$ cat src/design/ext_bus_regs.vh
`ifndef EXT_BUS_REGS_VH
`define EXT_BUS_REGS_VH
// bus state codes
`define ST_IDLE      3'h0
`define ST_IDLE_INS  3'h1
`define ST_ACCESS    3'h2
`define ST_RELEASED  3'h3
// access length in states, one basic access
`define ACCESS_STATES 2'h2
// module-stop values that break bus release in sleep
`define MSTOP_ALL     16'hFFFF
`define MSTOP_ALT     16'hEFFF
// reset values of idle enables
`define IDLE_EN_RESET 1'h1
// master identities
`define MST_NONE 2'h0
`define MST_CPU  2'h1
`define MST_XFER 2'h2
`endif

$ cat src/design/master_arbiter.v
`timescale 1ns/100ps
`default_nettype none
`include "ext_bus_regs.vh"
module master_arbiter
(
   // clock and reset
   input  wire       ref_clk_i,
   input  wire       reset_n_i,
   // requests
   input  wire       cpu_req_i,
   input  wire       cpu_sleep_i,
   input  wire       xfer_req_i,
   input  wire       xfer_op_busy_i,
   input  wire       cpu_locked_i,
   input  wire       cycle_boundary_i,
   // grants
   output reg  [1:0] owner_o
);
   // ===========================================
   // owner selection
   reg  [1:0] next_owner;
   wire       can_switch;
   // cpu yields at a cycle boundary outside split accesses, or at once when asleep
   assign can_switch = (cycle_boundary_i && !cpu_locked_i) || cpu_sleep_i;
   always @*
   begin
      next_owner = owner_o;
      case (owner_o)
         `MST_NONE:
         begin
            if (xfer_req_i)
               next_owner = `MST_XFER;
            else if (cpu_req_i)
               next_owner = `MST_CPU;
         end
         `MST_CPU:
         begin
            if (xfer_req_i && can_switch)
               next_owner = `MST_XFER;
            else if (!cpu_req_i && can_switch)
               next_owner = `MST_NONE;
         end
         `MST_XFER:
         begin
            // the controller never drops the bus mid operation
            if (!xfer_req_i && !xfer_op_busy_i)
               next_owner = cpu_req_i ? `MST_CPU : `MST_NONE;
         end
         default:
            next_owner = `MST_NONE;
      endcase
   end
   always @(posedge ref_clk_i or negedge reset_n_i)
   begin
      if (!reset_n_i)
         owner_o <= `MST_NONE;
      else
         owner_o <= next_owner;
   end
endmodule // master_arbiter
`default_nettype wire

$ cat src/design/ext_bus_idle_release_arbiter.v
// Summary of operation
// with read-read enable set, reads in different areas get an idle state first.
// with write-after-read enable set, a write right after a read gets idle first.
// every inserted idle state is exactly one clock, only between bus cycles.
// both idle enables come out of reset set.
// in idle, address shows next cycle, data floats, strobes and selects high.
// bus release only in expanded mode with release enable set, else ignored.
// the outside master holds its request low as long as it needs the bus.
// on sampled request, acknowledge goes low and all bus outputs float.
// while released, internal external accesses wait for the request to drop.
// with request-out enable set, a waiting access drives the drop request low.
// when the request returns high, acknowledge goes high and driving resumes.
// release wins over a simultaneous internal external access.
// the highest priority requesting master is granted and keeps the bus.
// cpu lowest; transfer at cycle boundaries, never inside a split access.
// a sleeping cpu hands the bus over immediately.
// transfer controller raises its bus request on every activation request.
// transfer controller yields only after a whole operation completes.
// release waits for the running cycle to finish; read strobe stays low till then.
// module-stop all-stopped or alternative with sleep disables bus release.
// reset enters the reset state at once, aborting any running cycle.
// each area select is low only during an access to that area.
// without an enabled idle condition cycles follow back to back; here the next access waits in ST_IDLE for the request to drop.
`timescale 1ns/100ps
`default_nettype none
`include "ext_bus_regs.vh"
module ext_bus_idle_release_arbiter
#(
   parameter AREAS = 8,
   parameter AW    = 24,
   parameter DW    = 16
)
(
   // clock and reset
   input  wire              ref_clk_i,
   input  wire              reset_n_i,
   // configuration
   input  wire              idle_diff_area_read_en_i,
   input  wire              idle_write_after_read_en_i,
   input  wire              idle_cfg_load_i,
   input  wire              bus_release_enable_i,
   input  wire              release_drop_request_out_en_i,
   input  wire              expanded_mode_i,
   input  wire [15:0]       module_stop_reg_i,
   input  wire              cpu_sleep_i,
   // internal masters
   input  wire              cpu_req_i,
   input  wire              cpu_ext_i,
   input  wire              cpu_write_i,
   input  wire              cpu_locked_i,
   input  wire [2:0]        cpu_area_i,
   input  wire [AW-1:0]     cpu_addr_i,
   input  wire [DW-1:0]     cpu_wdata_i,
   input  wire              xfer_activate_i,
   input  wire              xfer_done_i,
   input  wire              xfer_op_busy_i,
   input  wire              xfer_ext_i,
   input  wire              xfer_write_i,
   input  wire [2:0]        xfer_area_i,
   input  wire [AW-1:0]     xfer_addr_i,
   input  wire [DW-1:0]     xfer_wdata_i,
   // external release link
   input  wire              ext_bus_request_n_i,
   output reg               bus_ack_n_o,
   output reg               drop_request_out_n_o,
   // external bus pins
   output reg  [AW-1:0]     addr_o,
   output reg               addr_oe_o,
   output reg  [DW-1:0]     data_o,
   output reg               data_oe_o,
   input  wire [DW-1:0]     data_i,
   output reg  [AREAS-1:0]  area_select_n_o,
   output reg               addr_strobe_n_o,
   output reg               read_strobe_n_o,
   output reg               upper_write_strobe_n_o,
   output reg               lower_write_strobe_n_o,
   output reg               ctrl_oe_o,
   // status
   output reg  [1:0]        owner_o,
   output reg               xfer_bus_req_o,
   output reg               ext_done_o,
   output reg  [DW-1:0]     rdata_o,
   output reg               idle_inserted_o,
   output reg               released_o
);
   // ===========================================
   // configuration and arbitration
   reg              idle_rr_en;
   reg              idle_wr_en;
   wire [1:0]       owner;
   reg  [2:0]       state;
   reg  [1:0]       cnt;
   reg              last_read;
   reg  [2:0]       last_area;
   reg              cur_write;
   reg  [2:0]       cur_area;
   reg  [DW-1:0]    cur_wdata;
   reg              ext_pend;
   wire             boundary;
   wire             sel_ext;
   wire             sel_write;
   wire [2:0]       sel_area;
   wire [AW-1:0]    sel_addr;
   wire [DW-1:0]    sel_wdata;
   wire             release_ok;
   wire             release_req;
   wire             need_idle;
   always @(posedge ref_clk_i or negedge reset_n_i)
   begin
      if (!reset_n_i)
      begin
         idle_rr_en <= `IDLE_EN_RESET;
         idle_wr_en <= `IDLE_EN_RESET;
      end
      else if (idle_cfg_load_i)
      begin
         idle_rr_en <= idle_diff_area_read_en_i;
         idle_wr_en <= idle_write_after_read_en_i;
      end
   end
   always @(posedge ref_clk_i or negedge reset_n_i)
   begin
      if (!reset_n_i)
         xfer_bus_req_o <= 1'b0;
      else if (xfer_activate_i)
         xfer_bus_req_o <= 1'b1;
      else if (xfer_done_i)
         xfer_bus_req_o <= 1'b0;
   end
   assign boundary = (state != `ST_ACCESS) && (state != `ST_IDLE_INS);
   master_arbiter u_arb
   (
      .ref_clk_i        (ref_clk_i),
      .reset_n_i        (reset_n_i),
      .cpu_req_i        (cpu_req_i),
      .cpu_sleep_i      (cpu_sleep_i),
      .xfer_req_i       (xfer_bus_req_o),
      .xfer_op_busy_i   (xfer_op_busy_i),
      .cpu_locked_i     (cpu_locked_i),
      .cycle_boundary_i (boundary),
      .owner_o          (owner)
   );
   always @(posedge ref_clk_i or negedge reset_n_i)
   begin
      if (!reset_n_i)
         owner_o <= `MST_NONE;
      else
         owner_o <= owner;
   end
   // ===========================================
   // selected master request
   assign sel_ext   = (owner == `MST_XFER) ? xfer_ext_i   : ((owner == `MST_CPU) ? (cpu_req_i && cpu_ext_i) : 1'b0);
   assign sel_write = (owner == `MST_XFER) ? xfer_write_i : cpu_write_i;
   assign sel_area  = (owner == `MST_XFER) ? xfer_area_i  : cpu_area_i;
   assign sel_addr  = (owner == `MST_XFER) ? xfer_addr_i  : cpu_addr_i;
   assign sel_wdata = (owner == `MST_XFER) ? xfer_wdata_i : cpu_wdata_i;
   // sleep with these module-stop codes kills the release clock path
   assign release_ok = expanded_mode_i && bus_release_enable_i
                       && !(cpu_sleep_i && ((module_stop_reg_i == `MSTOP_ALL)
                       || (module_stop_reg_i == `MSTOP_ALT)));
   assign release_req = release_ok && !ext_bus_request_n_i;
   assign need_idle = last_read
                      && ((idle_rr_en && !sel_write && (sel_area != last_area))
                      || (idle_wr_en && sel_write));
   // ===========================================
   // bus state machine
   always @(posedge ref_clk_i or negedge reset_n_i)
   begin
      if (!reset_n_i)
      begin
         state                  <= `ST_IDLE;
         cnt                    <= 2'h0;
         last_read              <= 1'b0;
         last_area              <= 3'h0;
         cur_write              <= 1'b0;
         cur_area               <= 3'h0;
         cur_wdata              <= {DW{1'b0}};
         ext_pend               <= 1'b0;
         bus_ack_n_o            <= 1'b1;
         drop_request_out_n_o   <= 1'b1;
         addr_o                 <= {AW{1'b0}};
         addr_oe_o              <= 1'b1;
         data_o                 <= {DW{1'b0}};
         data_oe_o              <= 1'b0;
         area_select_n_o        <= {AREAS{1'b1}};
         addr_strobe_n_o        <= 1'b1;
         read_strobe_n_o        <= 1'b1;
         upper_write_strobe_n_o <= 1'b1;
         lower_write_strobe_n_o <= 1'b1;
         ctrl_oe_o              <= 1'b1;
         ext_done_o             <= 1'b0;
         rdata_o                <= {DW{1'b0}};
         idle_inserted_o        <= 1'b0;
         released_o             <= 1'b0;
      end
      else
      begin
         ext_done_o      <= 1'b0;
         idle_inserted_o <= 1'b0;
         case (state)
            `ST_IDLE:
            begin
               if (release_req)
               begin
                  state       <= `ST_RELEASED;
                  bus_ack_n_o <= 1'b0;
                  addr_oe_o   <= 1'b0;
                  data_oe_o   <= 1'b0;
                  ctrl_oe_o   <= 1'b0;
                  released_o  <= 1'b1;
               end
               else if (sel_ext && !ext_pend)
               begin
                  cur_write <= sel_write;
                  cur_area  <= sel_area;
                  cur_wdata <= sel_wdata;
                  addr_o    <= sel_addr;
                  ext_pend  <= 1'b1;
                  if (need_idle)
                  begin
                     state           <= `ST_IDLE_INS;
                     idle_inserted_o <= 1'b1;
                     data_oe_o       <= 1'b0;
                  end
                  else
                  begin
                     state                  <= `ST_ACCESS;
                     cnt                    <= `ACCESS_STATES - 2'h1;
                     area_select_n_o        <= ~({{(AREAS-1){1'b0}}, 1'b1} << sel_area);
                     addr_strobe_n_o        <= 1'b0;
                     read_strobe_n_o        <= sel_write;
                     upper_write_strobe_n_o <= ~sel_write;
                     lower_write_strobe_n_o <= ~sel_write;
                     data_o                 <= sel_wdata;
                     data_oe_o              <= sel_write;
                  end
               end
               else if (!sel_ext)
                  ext_pend <= 1'b0;
            end
            `ST_IDLE_INS:
            begin
               // one state only, then the access proper begins
               state                  <= `ST_ACCESS;
               cnt                    <= `ACCESS_STATES - 2'h1;
               area_select_n_o        <= ~({{(AREAS-1){1'b0}}, 1'b1} << cur_area);
               addr_strobe_n_o        <= 1'b0;
               read_strobe_n_o        <= cur_write;
               upper_write_strobe_n_o <= ~cur_write;
               lower_write_strobe_n_o <= ~cur_write;
               data_o                 <= cur_wdata;
               data_oe_o              <= cur_write;
            end
            `ST_ACCESS:
            begin
               // the cycle always runs to its end; release waits for it
               if (cnt != 2'h0)
                  cnt <= cnt - 2'h1;
               else
               begin
                  ext_done_o             <= 1'b1;
                  last_read              <= !cur_write;
                  last_area              <= cur_area;
                  area_select_n_o        <= {AREAS{1'b1}};
                  addr_strobe_n_o        <= 1'b1;
                  upper_write_strobe_n_o <= 1'b1;
                  lower_write_strobe_n_o <= 1'b1;
                  data_oe_o              <= 1'b0;
                  if (!cur_write)
                     rdata_o <= data_i;
                  if (release_req)
                  begin
                     // read strobe floats from low without a high step
                     state       <= `ST_RELEASED;
                     bus_ack_n_o <= 1'b0;
                     addr_oe_o   <= 1'b0;
                     ctrl_oe_o   <= 1'b0;
                     released_o  <= 1'b1;
                  end
                  else
                  begin
                     state           <= `ST_IDLE;
                     read_strobe_n_o <= 1'b1;
                  end
               end
            end
            `ST_RELEASED:
            begin
               read_strobe_n_o      <= 1'b1;
               // external accesses wait here; internal work goes on
               drop_request_out_n_o <= ~(release_drop_request_out_en_i && sel_ext);
               if (ext_bus_request_n_i)
               begin
                  state                <= `ST_IDLE;
                  bus_ack_n_o          <= 1'b1;
                  drop_request_out_n_o <= 1'b1;
                  addr_oe_o            <= 1'b1;
                  ctrl_oe_o            <= 1'b1;
                  released_o           <= 1'b0;
               end
            end
            default:
               state <= `ST_IDLE;
         endcase
      end
   end
endmodule // ext_bus_idle_release_arbiter
`default_nettype wire

$ cat config.mk
export PLATFORM = sky130hd
export DESIGN_NAME = ext_bus_idle_release_arbiter
export DESIGN_NICKNAME = d
export VERILOG_FILES = /design/src/design/master_arbiter.v /design/src/design/ext_bus_idle_release_arbiter.v
export VERILOG_INCLUDE_DIRS = /design/src /design/src/design
export SDC_FILE = /design/constraint.sdc
export NUM_CORES = 1
export LEC_CHECK = 0
export ABC_AREA = 1
export BUFFER_PORTS_ARGS = -buffer_cell sky130_fd_sc_hd__clkbuf_2
export CAP_MARGIN = 20
export CORE_MARGIN = 3
export CORE_UTILIZATION = 49
export DETAILED_ROUTE_END_ITERATION = 8
export PLACE_DENSITY = 0.8
export SLEW_MARGIN = 40
export SYNTH_ARGS = -nofsm -noshare
export SYNTH_HDL_FRONTEND = slang
export SYNTH_SLANG_ARGS = --single-unit
$ cat constraint.sdc
create_clock -name ref_clk_i -period 2.2 [get_ports ref_clk_i]
set_input_delay 0.11 -clock ref_clk_i [delete_from_list [all_inputs] [get_ports ref_clk_i]]
set_output_delay 0.11 -clock ref_clk_i [all_outputs]
set_load 0.02 [all_outputs]
==> flow_summary.ini, run 1 <==
[run_status]
run_status = complete, no violations

[timing]
max_freq_ghz = 0.502
slew_headroom_pct = 70.3
setup_viol = 0
slew_violations = 0
layout_min_cycle_time_ns = 1.99
fin_hold_ws_ns = 0.0139
hold_viol_final = 0
tightest_slew_ns = 0.446
period_share_pct = 90.5
timing.final.ws_setup_ns = 0.208
clock_skew_ns = 0.00462

[setup_path]
end_kind = register
critPathArrivalTime_ns = 2.23
worstPathRequired_ns = 2.44
worstReg2RegEnd = data_o[9]
max_stage_delay_ns = 0.41
reg2reg_depth = 13
worstSetupStartpoint = u_arb.owner_o[0]
rrSetupSlack_ns = 0.21
crit_fanout = 17
critPathKind = reg2reg
crit_top_cell = nand2_1
cp_top_family = simple AND/OR/NAND/NOR gates
worstPathCellList = inv_4 -> nand2_8 -> nand2_1 -> nand2_1 -> nand2_1 -> nand2_1 -> nand3_1 -> nand2_1 -> nand2_1 -> nand3_4 -> buf_4 -> nand4_1 -> nand2_1
cp.buffers_inverters = 2
r2r_start = u_arb.owner_o[0]
worstSetupStartpointType = register
cp_slowest_cell = dfrtp_1

[layout]
layout_common_cells = 216 x nand2_1, 213 x clkbuf_2, 94 x o21ai_0
final_cells = 1046
drive_above_1_share_pct = 36.5
num_antenna_cells = 0
syn_to_final_growth_pct = 32.0
final_common_cell = nand2_1
fillers = 919
final_nets = 1044

[synthesis]
synth_cells = 667
yosys_warnings = 0
synth_edf_count = 0
syn_avg_cell_area_um2 = 8.37
synth_ff_type = dfrtp_1
synth_fp_nets = 810
async_flop_share_pct = 100
syn_area_um2 = 5590
ys_types = 38
ys_seq_area_share_pct = 49.2
synth.ff_latch_count = 109

[detailed_routing]
wl_um = 15300
ant_nets = 0
via_count = 5434
wl_per_cell_um = 14.6
viasPerCell = 5.20
firstDrtPassIters = 5
drt_iter0_drc = 406
post-route-drc-count = 0

[placement]
port_buffers = 214
dp_hpwl_um = 10900
dpl.cell_count = 1009
place.gp.congestion = 0.930
post-place-ws_ns = 0.0882

[power]
powerDensity_nw_per_um2 = 1550
p_leak_uw = 0.00393
p_total_uw = 11400
peakVddDrop_uv = 909

[die]
core.rowCount = 38
chipHeight_um = 113
start_util_pct = 50.9
dieArea_um2 = 12700
fp.dieW_um = 113
core_um2 = 11000
io_pins = 216

[global_routing]
overflow = 0
grt_first_pass_wirelength_um = 25100
grt_max_degree = 50
first_global_vias = 5442
antenna_found_initial = 0
grt_usage_pct = 24.3

[flow_run]
maxCapViolCount = 0

[hold_path]
min_from = data_i[11]
min_to = rdata_o[11]
holdPathStages = 2
min_path_type = in2reg

[clocking]
cts_buffers = 9
post-cts-setup-buffers = 0
root_buffer = clkbuf_16
clk_pin_slew_ns = 0.07
clock_latency_ns = 0.34
cts_max_level = 3
clockBufferDepth = 2
cts_sinks = 109
cts_tree = done
## report_power, final
part	leakage, uW	internal (uW)	switching, uW
Clock	0.000154	948	725
Combinational	0.00246	2200	3960
Sequential	0.00131	3060	517
## worst max path at each step
stage / cells past startpoint / endpoint
after global routing: 13 / data_o[6]
after detailed placement: 8 / area_select_n_o[2]
after CTS: 8 / area_select_n_o[2]
after floorplan: 7 / rdata_o[0]
after global placement: 8 / lower_write_strobe_n_o
final: 13 / data_o[9]
## sequential cells by signal (all words and copies together) (netlist names), 2 cells and up
| register | cells |
|---|---|
| addr_o | 24 |
| area_select_n_o | 8 |
| cnt | 2 |
| cur_area | 3 |
| cur_wdata | 16 |
| data_o | 16 |
| last_area | 3 |
| owner_o | 2 |
| rdata_o | 16 |
| state | 2 |
| u_arb.owner_o | 2 |
## cell usage after synthesis (all sizes together) (2+ instances only)
library cell,number,area [um^2]
nor2,20,75.1
ha,6,75.1
o31ai,4,30.0
nand4,33,206
dfstp,15,394
buf,17,123
or2,26,163
inv,50,188
mux2,17,191
nand3,14,100
nand3b,2,15.0
a22oi,9,67.6
a21oi,6,56.3
o21a,2,15.0
clkbuf,19,72.6
o21ai,105,548
nor3,5,36.3
nand2,217,831
dfrtp,94,2350
## cell type report
type                    instances  area (um^2)  share of cell area (%)
flip-flops and latches        109         2750                    37.3
inverters                      51          196                    2.66
clock buffers                  11          253                    3.43
clock inverters                 5         56.3                   0.764
repair buffers                259         1490                    20.2
multi-input cells             471         2450                    33.3
well taps                     140          175                    2.38
## repair_timing
item	CTS	global route
endpoints found under the hold margin	73	1
gates resized for setup	0	5
hold buffers	20	1
setup endpoints to repair	0	48
## worst register-to-register path: stages (launching register included)
cell and delay [ns]:
dfrtp_1 0.41, inv_4 0.14, nand2_8 0.11, nand2_1 0.13, nand2_1 0.11, nand2_1 0.07, nand2_1 0.04, nand3_1 0.10
nand2_1 0.06, nand2_1 0.12, nand3_4 0.17, buf_4 0.26, nand4_1 0.10, nand2_1 0.06
## through the flow
step	TNS [ns]	util, %	cell area [um^2]
3_5_place_dp	0	62.3	6840
5_1_grt	-0.0368	67.1	7370
4_1_cts	0	67.0	7350
3_3_place_gp	0	62.3	6840
6_report	0	67.1	7370
2_1_floorplan	0	-	5590
## kinds of logic (layout without fill, tap and decap cells)
| logic type | count (synthesis) | after routing | synth area share [%] |
|---|---|---|---|
| adder cells (fa/ha/maj) | 6 | 6 | 1.34 |
| AO/OA/AOI/OAI | 131 | 131 | 13.6 |
| multiplexers | 17 | 17 | 3.43 |
| flip-flops | 109 | 109 | 49.2 |
| AND/OR/NAND/NOR | 317 | 317 | 25.5 |
| buffers and inverters | 87 | 326 | 6.92 |
## per-layer routing
metal | GRT usage, % | vias up | share of wire [%]
met5 | 0 | - | 0
met4 | 9.21 | 0 | 2.7
met1 | 28.4 | 2505 | 39
met3 | 5.94 | 40 | 7.0
li1 | - | 2666 | -
met2 | 43.2 | 223 | 51
Note: power is estimated with default switching activity, not from simulation.
==> run 2, diff against run 1 <==
--- a/config.mk
+++ b/config.mk
@@ -9,10 +9,13 @@
 export ABC_AREA = 1
 export BUFFER_PORTS_ARGS = -buffer_cell sky130_fd_sc_hd__clkbuf_2
 export CAP_MARGIN = 20
+export CELL_PAD_IN_SITES_DETAIL_PLACEMENT = 1
+export CELL_PAD_IN_SITES_GLOBAL_PLACEMENT = 1
 export CORE_MARGIN = 3
-export CORE_UTILIZATION = 49
+export CORE_UTILIZATION = 36
+export CTS_BUF_LIST = sky130_fd_sc_hd__clkbuf_8
 export DETAILED_ROUTE_END_ITERATION = 8
-export PLACE_DENSITY = 0.8
+export PLACE_DENSITY_LB_ADDON = 0.1
 export SLEW_MARGIN = 40
 export SYNTH_ARGS = -nofsm -noshare
 export SYNTH_HDL_FRONTEND = slang
==> run 2 against run 1 <==
Effect of this change:
- routed wire length rose by 11%
- final area about the same
- utilization down 18 points
- non-clock buffer count up 2
- die area grew 34%
- clock skew rose by 0.0052 ns
- power down 1.4%
- flip-flop and latch count unchanged
- clock-buffer cell count did not move
- largest cell class unchanged
- global-route usage shrank 4.1 points
- combinational power is 2% higher
==> flow_summary.ini, run 2 (synthesis gave the netlist of run 1 again) <==
[run_status]
run_status = complete, no violations

[setup_path]
reg2reg_depth = 13
crit_top_cell = nand2_1
worstReg2RegEnd = data_o[0]
critPathKind = reg2reg
rrSetupSlack_ns = 0.20
critPathArrivalTime_ns = 2.28
max_stage_delay_ns = 0.40
worstPathCellList = inv_2 -> nand2_8 -> nand2_1 -> nand2_1 -> nand2_1 -> nand2_1 -> nand3_1 -> nand2_1 -> nand2_1 -> nand3_4 -> buf_4 -> nand4_1 -> nand2_1
cp_slowest_cell = dfrtp_1
crit_fanout = 16
worstSetupStartpointType = register
worstPathRequired_ns = 2.48
cp_top_family = simple AND/OR/NAND/NOR gates
cp.buffers_inverters = 2
r2r_start = u_arb.owner_o[0]
end_kind = register

[detailed_routing]
firstDrtPassIters = 4
wl_per_cell_um = 15.6
wl_um = 17000
viasPerCell = 4.98
post-route-drc-count = 0
ant_nets = 0
drt_iter0_drc = 237
via_count = 5435

[timing]
period_share_pct = 91.0
rsz0062_at_grt = false
tightest_slew_ns = 0.567
setup_tns_ns = 0
setup_viol = 0
max_freq_ghz = 0.499
layout_min_cycle_time_ns = 2.00
clock_skew_ns = 0.00981
hold_viol_final = 0
timing.final.ws_setup_ns = 0.198
fin_hold_ws_ns = 0.0291
slew_headroom_pct = 62.2
slew_violations = 0

[die]
fp.dieW_um = 131
dieArea_um2 = 17000
start_util_pct = 37.6
chipHeight_um = 131
io_pins = 216
core_um2 = 14900
core.rowCount = 44

[layout]
drive_above_1_share_pct = 36.2
final_common_cell = nand2_1
largest_reg_flops = 24
syn_to_final_growth_pct = 31.9
final_cells = 1092
final_nets = 1046
num_antenna_cells = 0
layout_common_cells = 216 x nand2_1, 213 x clkbuf_2, 94 x o21ai_0, 94 x dfrtp_1, 45 x inv_1
top_register = addr_o

[clocking]
clock_latency_ns = 0.39
post-cts-setup-buffers = 0
cts_max_level = 3
clk_pin_slew_ns = 0.10
cts_sinks = 109
clockBufferDepth = 2
cts_tree = done
root_buffer = clkbuf_8
cts_buffers = 9

[placement]
dp_hpwl_um = 12900
post-place-ws_ns = 0.0802
port_buffers = 214
place.gp.congestion = 0.824
dpl.cell_count = 1052

[flow_run]
maxCapViolCount = 0

[global_routing]
antenna_found_initial = 0
grt_usage_pct = 20.2
overflow = 0
grt_first_pass_wirelength_um = 27500
grt_max_degree = 50
first_global_vias = 5829

[power]
p_leak_uw = 0.00388
powerDensity_nw_per_um2 = 1530
p_total_uw = 11200
peakVddDrop_uv = 549

[hold_path]
min_to = u_arb.owner_o[0]
holdPathStages = 2
min_path_type = in2reg
min_from = cpu_req_i
==> run 2: power by group <==
part           switching [uW]  total [uW]  internal [uW]  leakage (uW)
Clock                     715        1420            704      0.000108
Combinational            4030        6260           2230       0.00246
Sequential                509        3560           3050       0.00131
==> run 2: worst max path at each step <==
stage                                start  slack, ns  cells after the start         end
after floorplan                   state[0]       0.32                      7  rdata_o[0]
after global placement    u_arb.owner_o[0]       0.19                     10   addr_o[7]
after detailed placement  u_arb.owner_o[0]       0.08                     10  addr_o[10]
after CTS                 u_arb.owner_o[0]       0.05                     10  addr_o[10]
after global routing      u_arb.owner_o[0]       0.02                     13   data_o[4]
final                     u_arb.owner_o[0]       0.20                     13   data_o[0]
==> run 2: area by class of cell <==
| type | count | area (um^2) |
|---|---|---|
| flip-flops and latches | 109 | 2750 |
| repair buffers | 261 | 1510 |
| multi-input cells | 471 | 2450 |
| inverters | 51 | 194 |
| well taps | 184 | 230 |
| clock buffers | 11 | 151 |
| fillers | 1843 | 7500 |
| clock inverters | 5 | 82.6 |
==> run 2: layer usage <==
layer	wire length (um)	GRT usage [%]	share of wire, %
met1	7070	23.6	42
met2	8910	37.7	52
met3	760	3.33	4.5
met4	274	6.35	1.6
met5	0	0	0
==> run 2: timing repair <==
| action | CTS | global route |
|---|---|---|
| hold buffers | 24 | 0 |
| endpoints found under the setup margin | 0 | 24 |
| resized for setup | 0 | 2 |
| endpoints found under the hold margin | 49 | 0 |
==> run 2: stage by stage <==
step | instance area, um^2 | utilization [%]
2_1_floorplan | 5590 | -
3_3_place_gp | 6890 | 46.4
3_5_place_dp | 6890 | 46.4
4_1_cts | 7370 | 49.6
5_1_grt | 7370 | 49.6
6_report | 7370 | 49.6
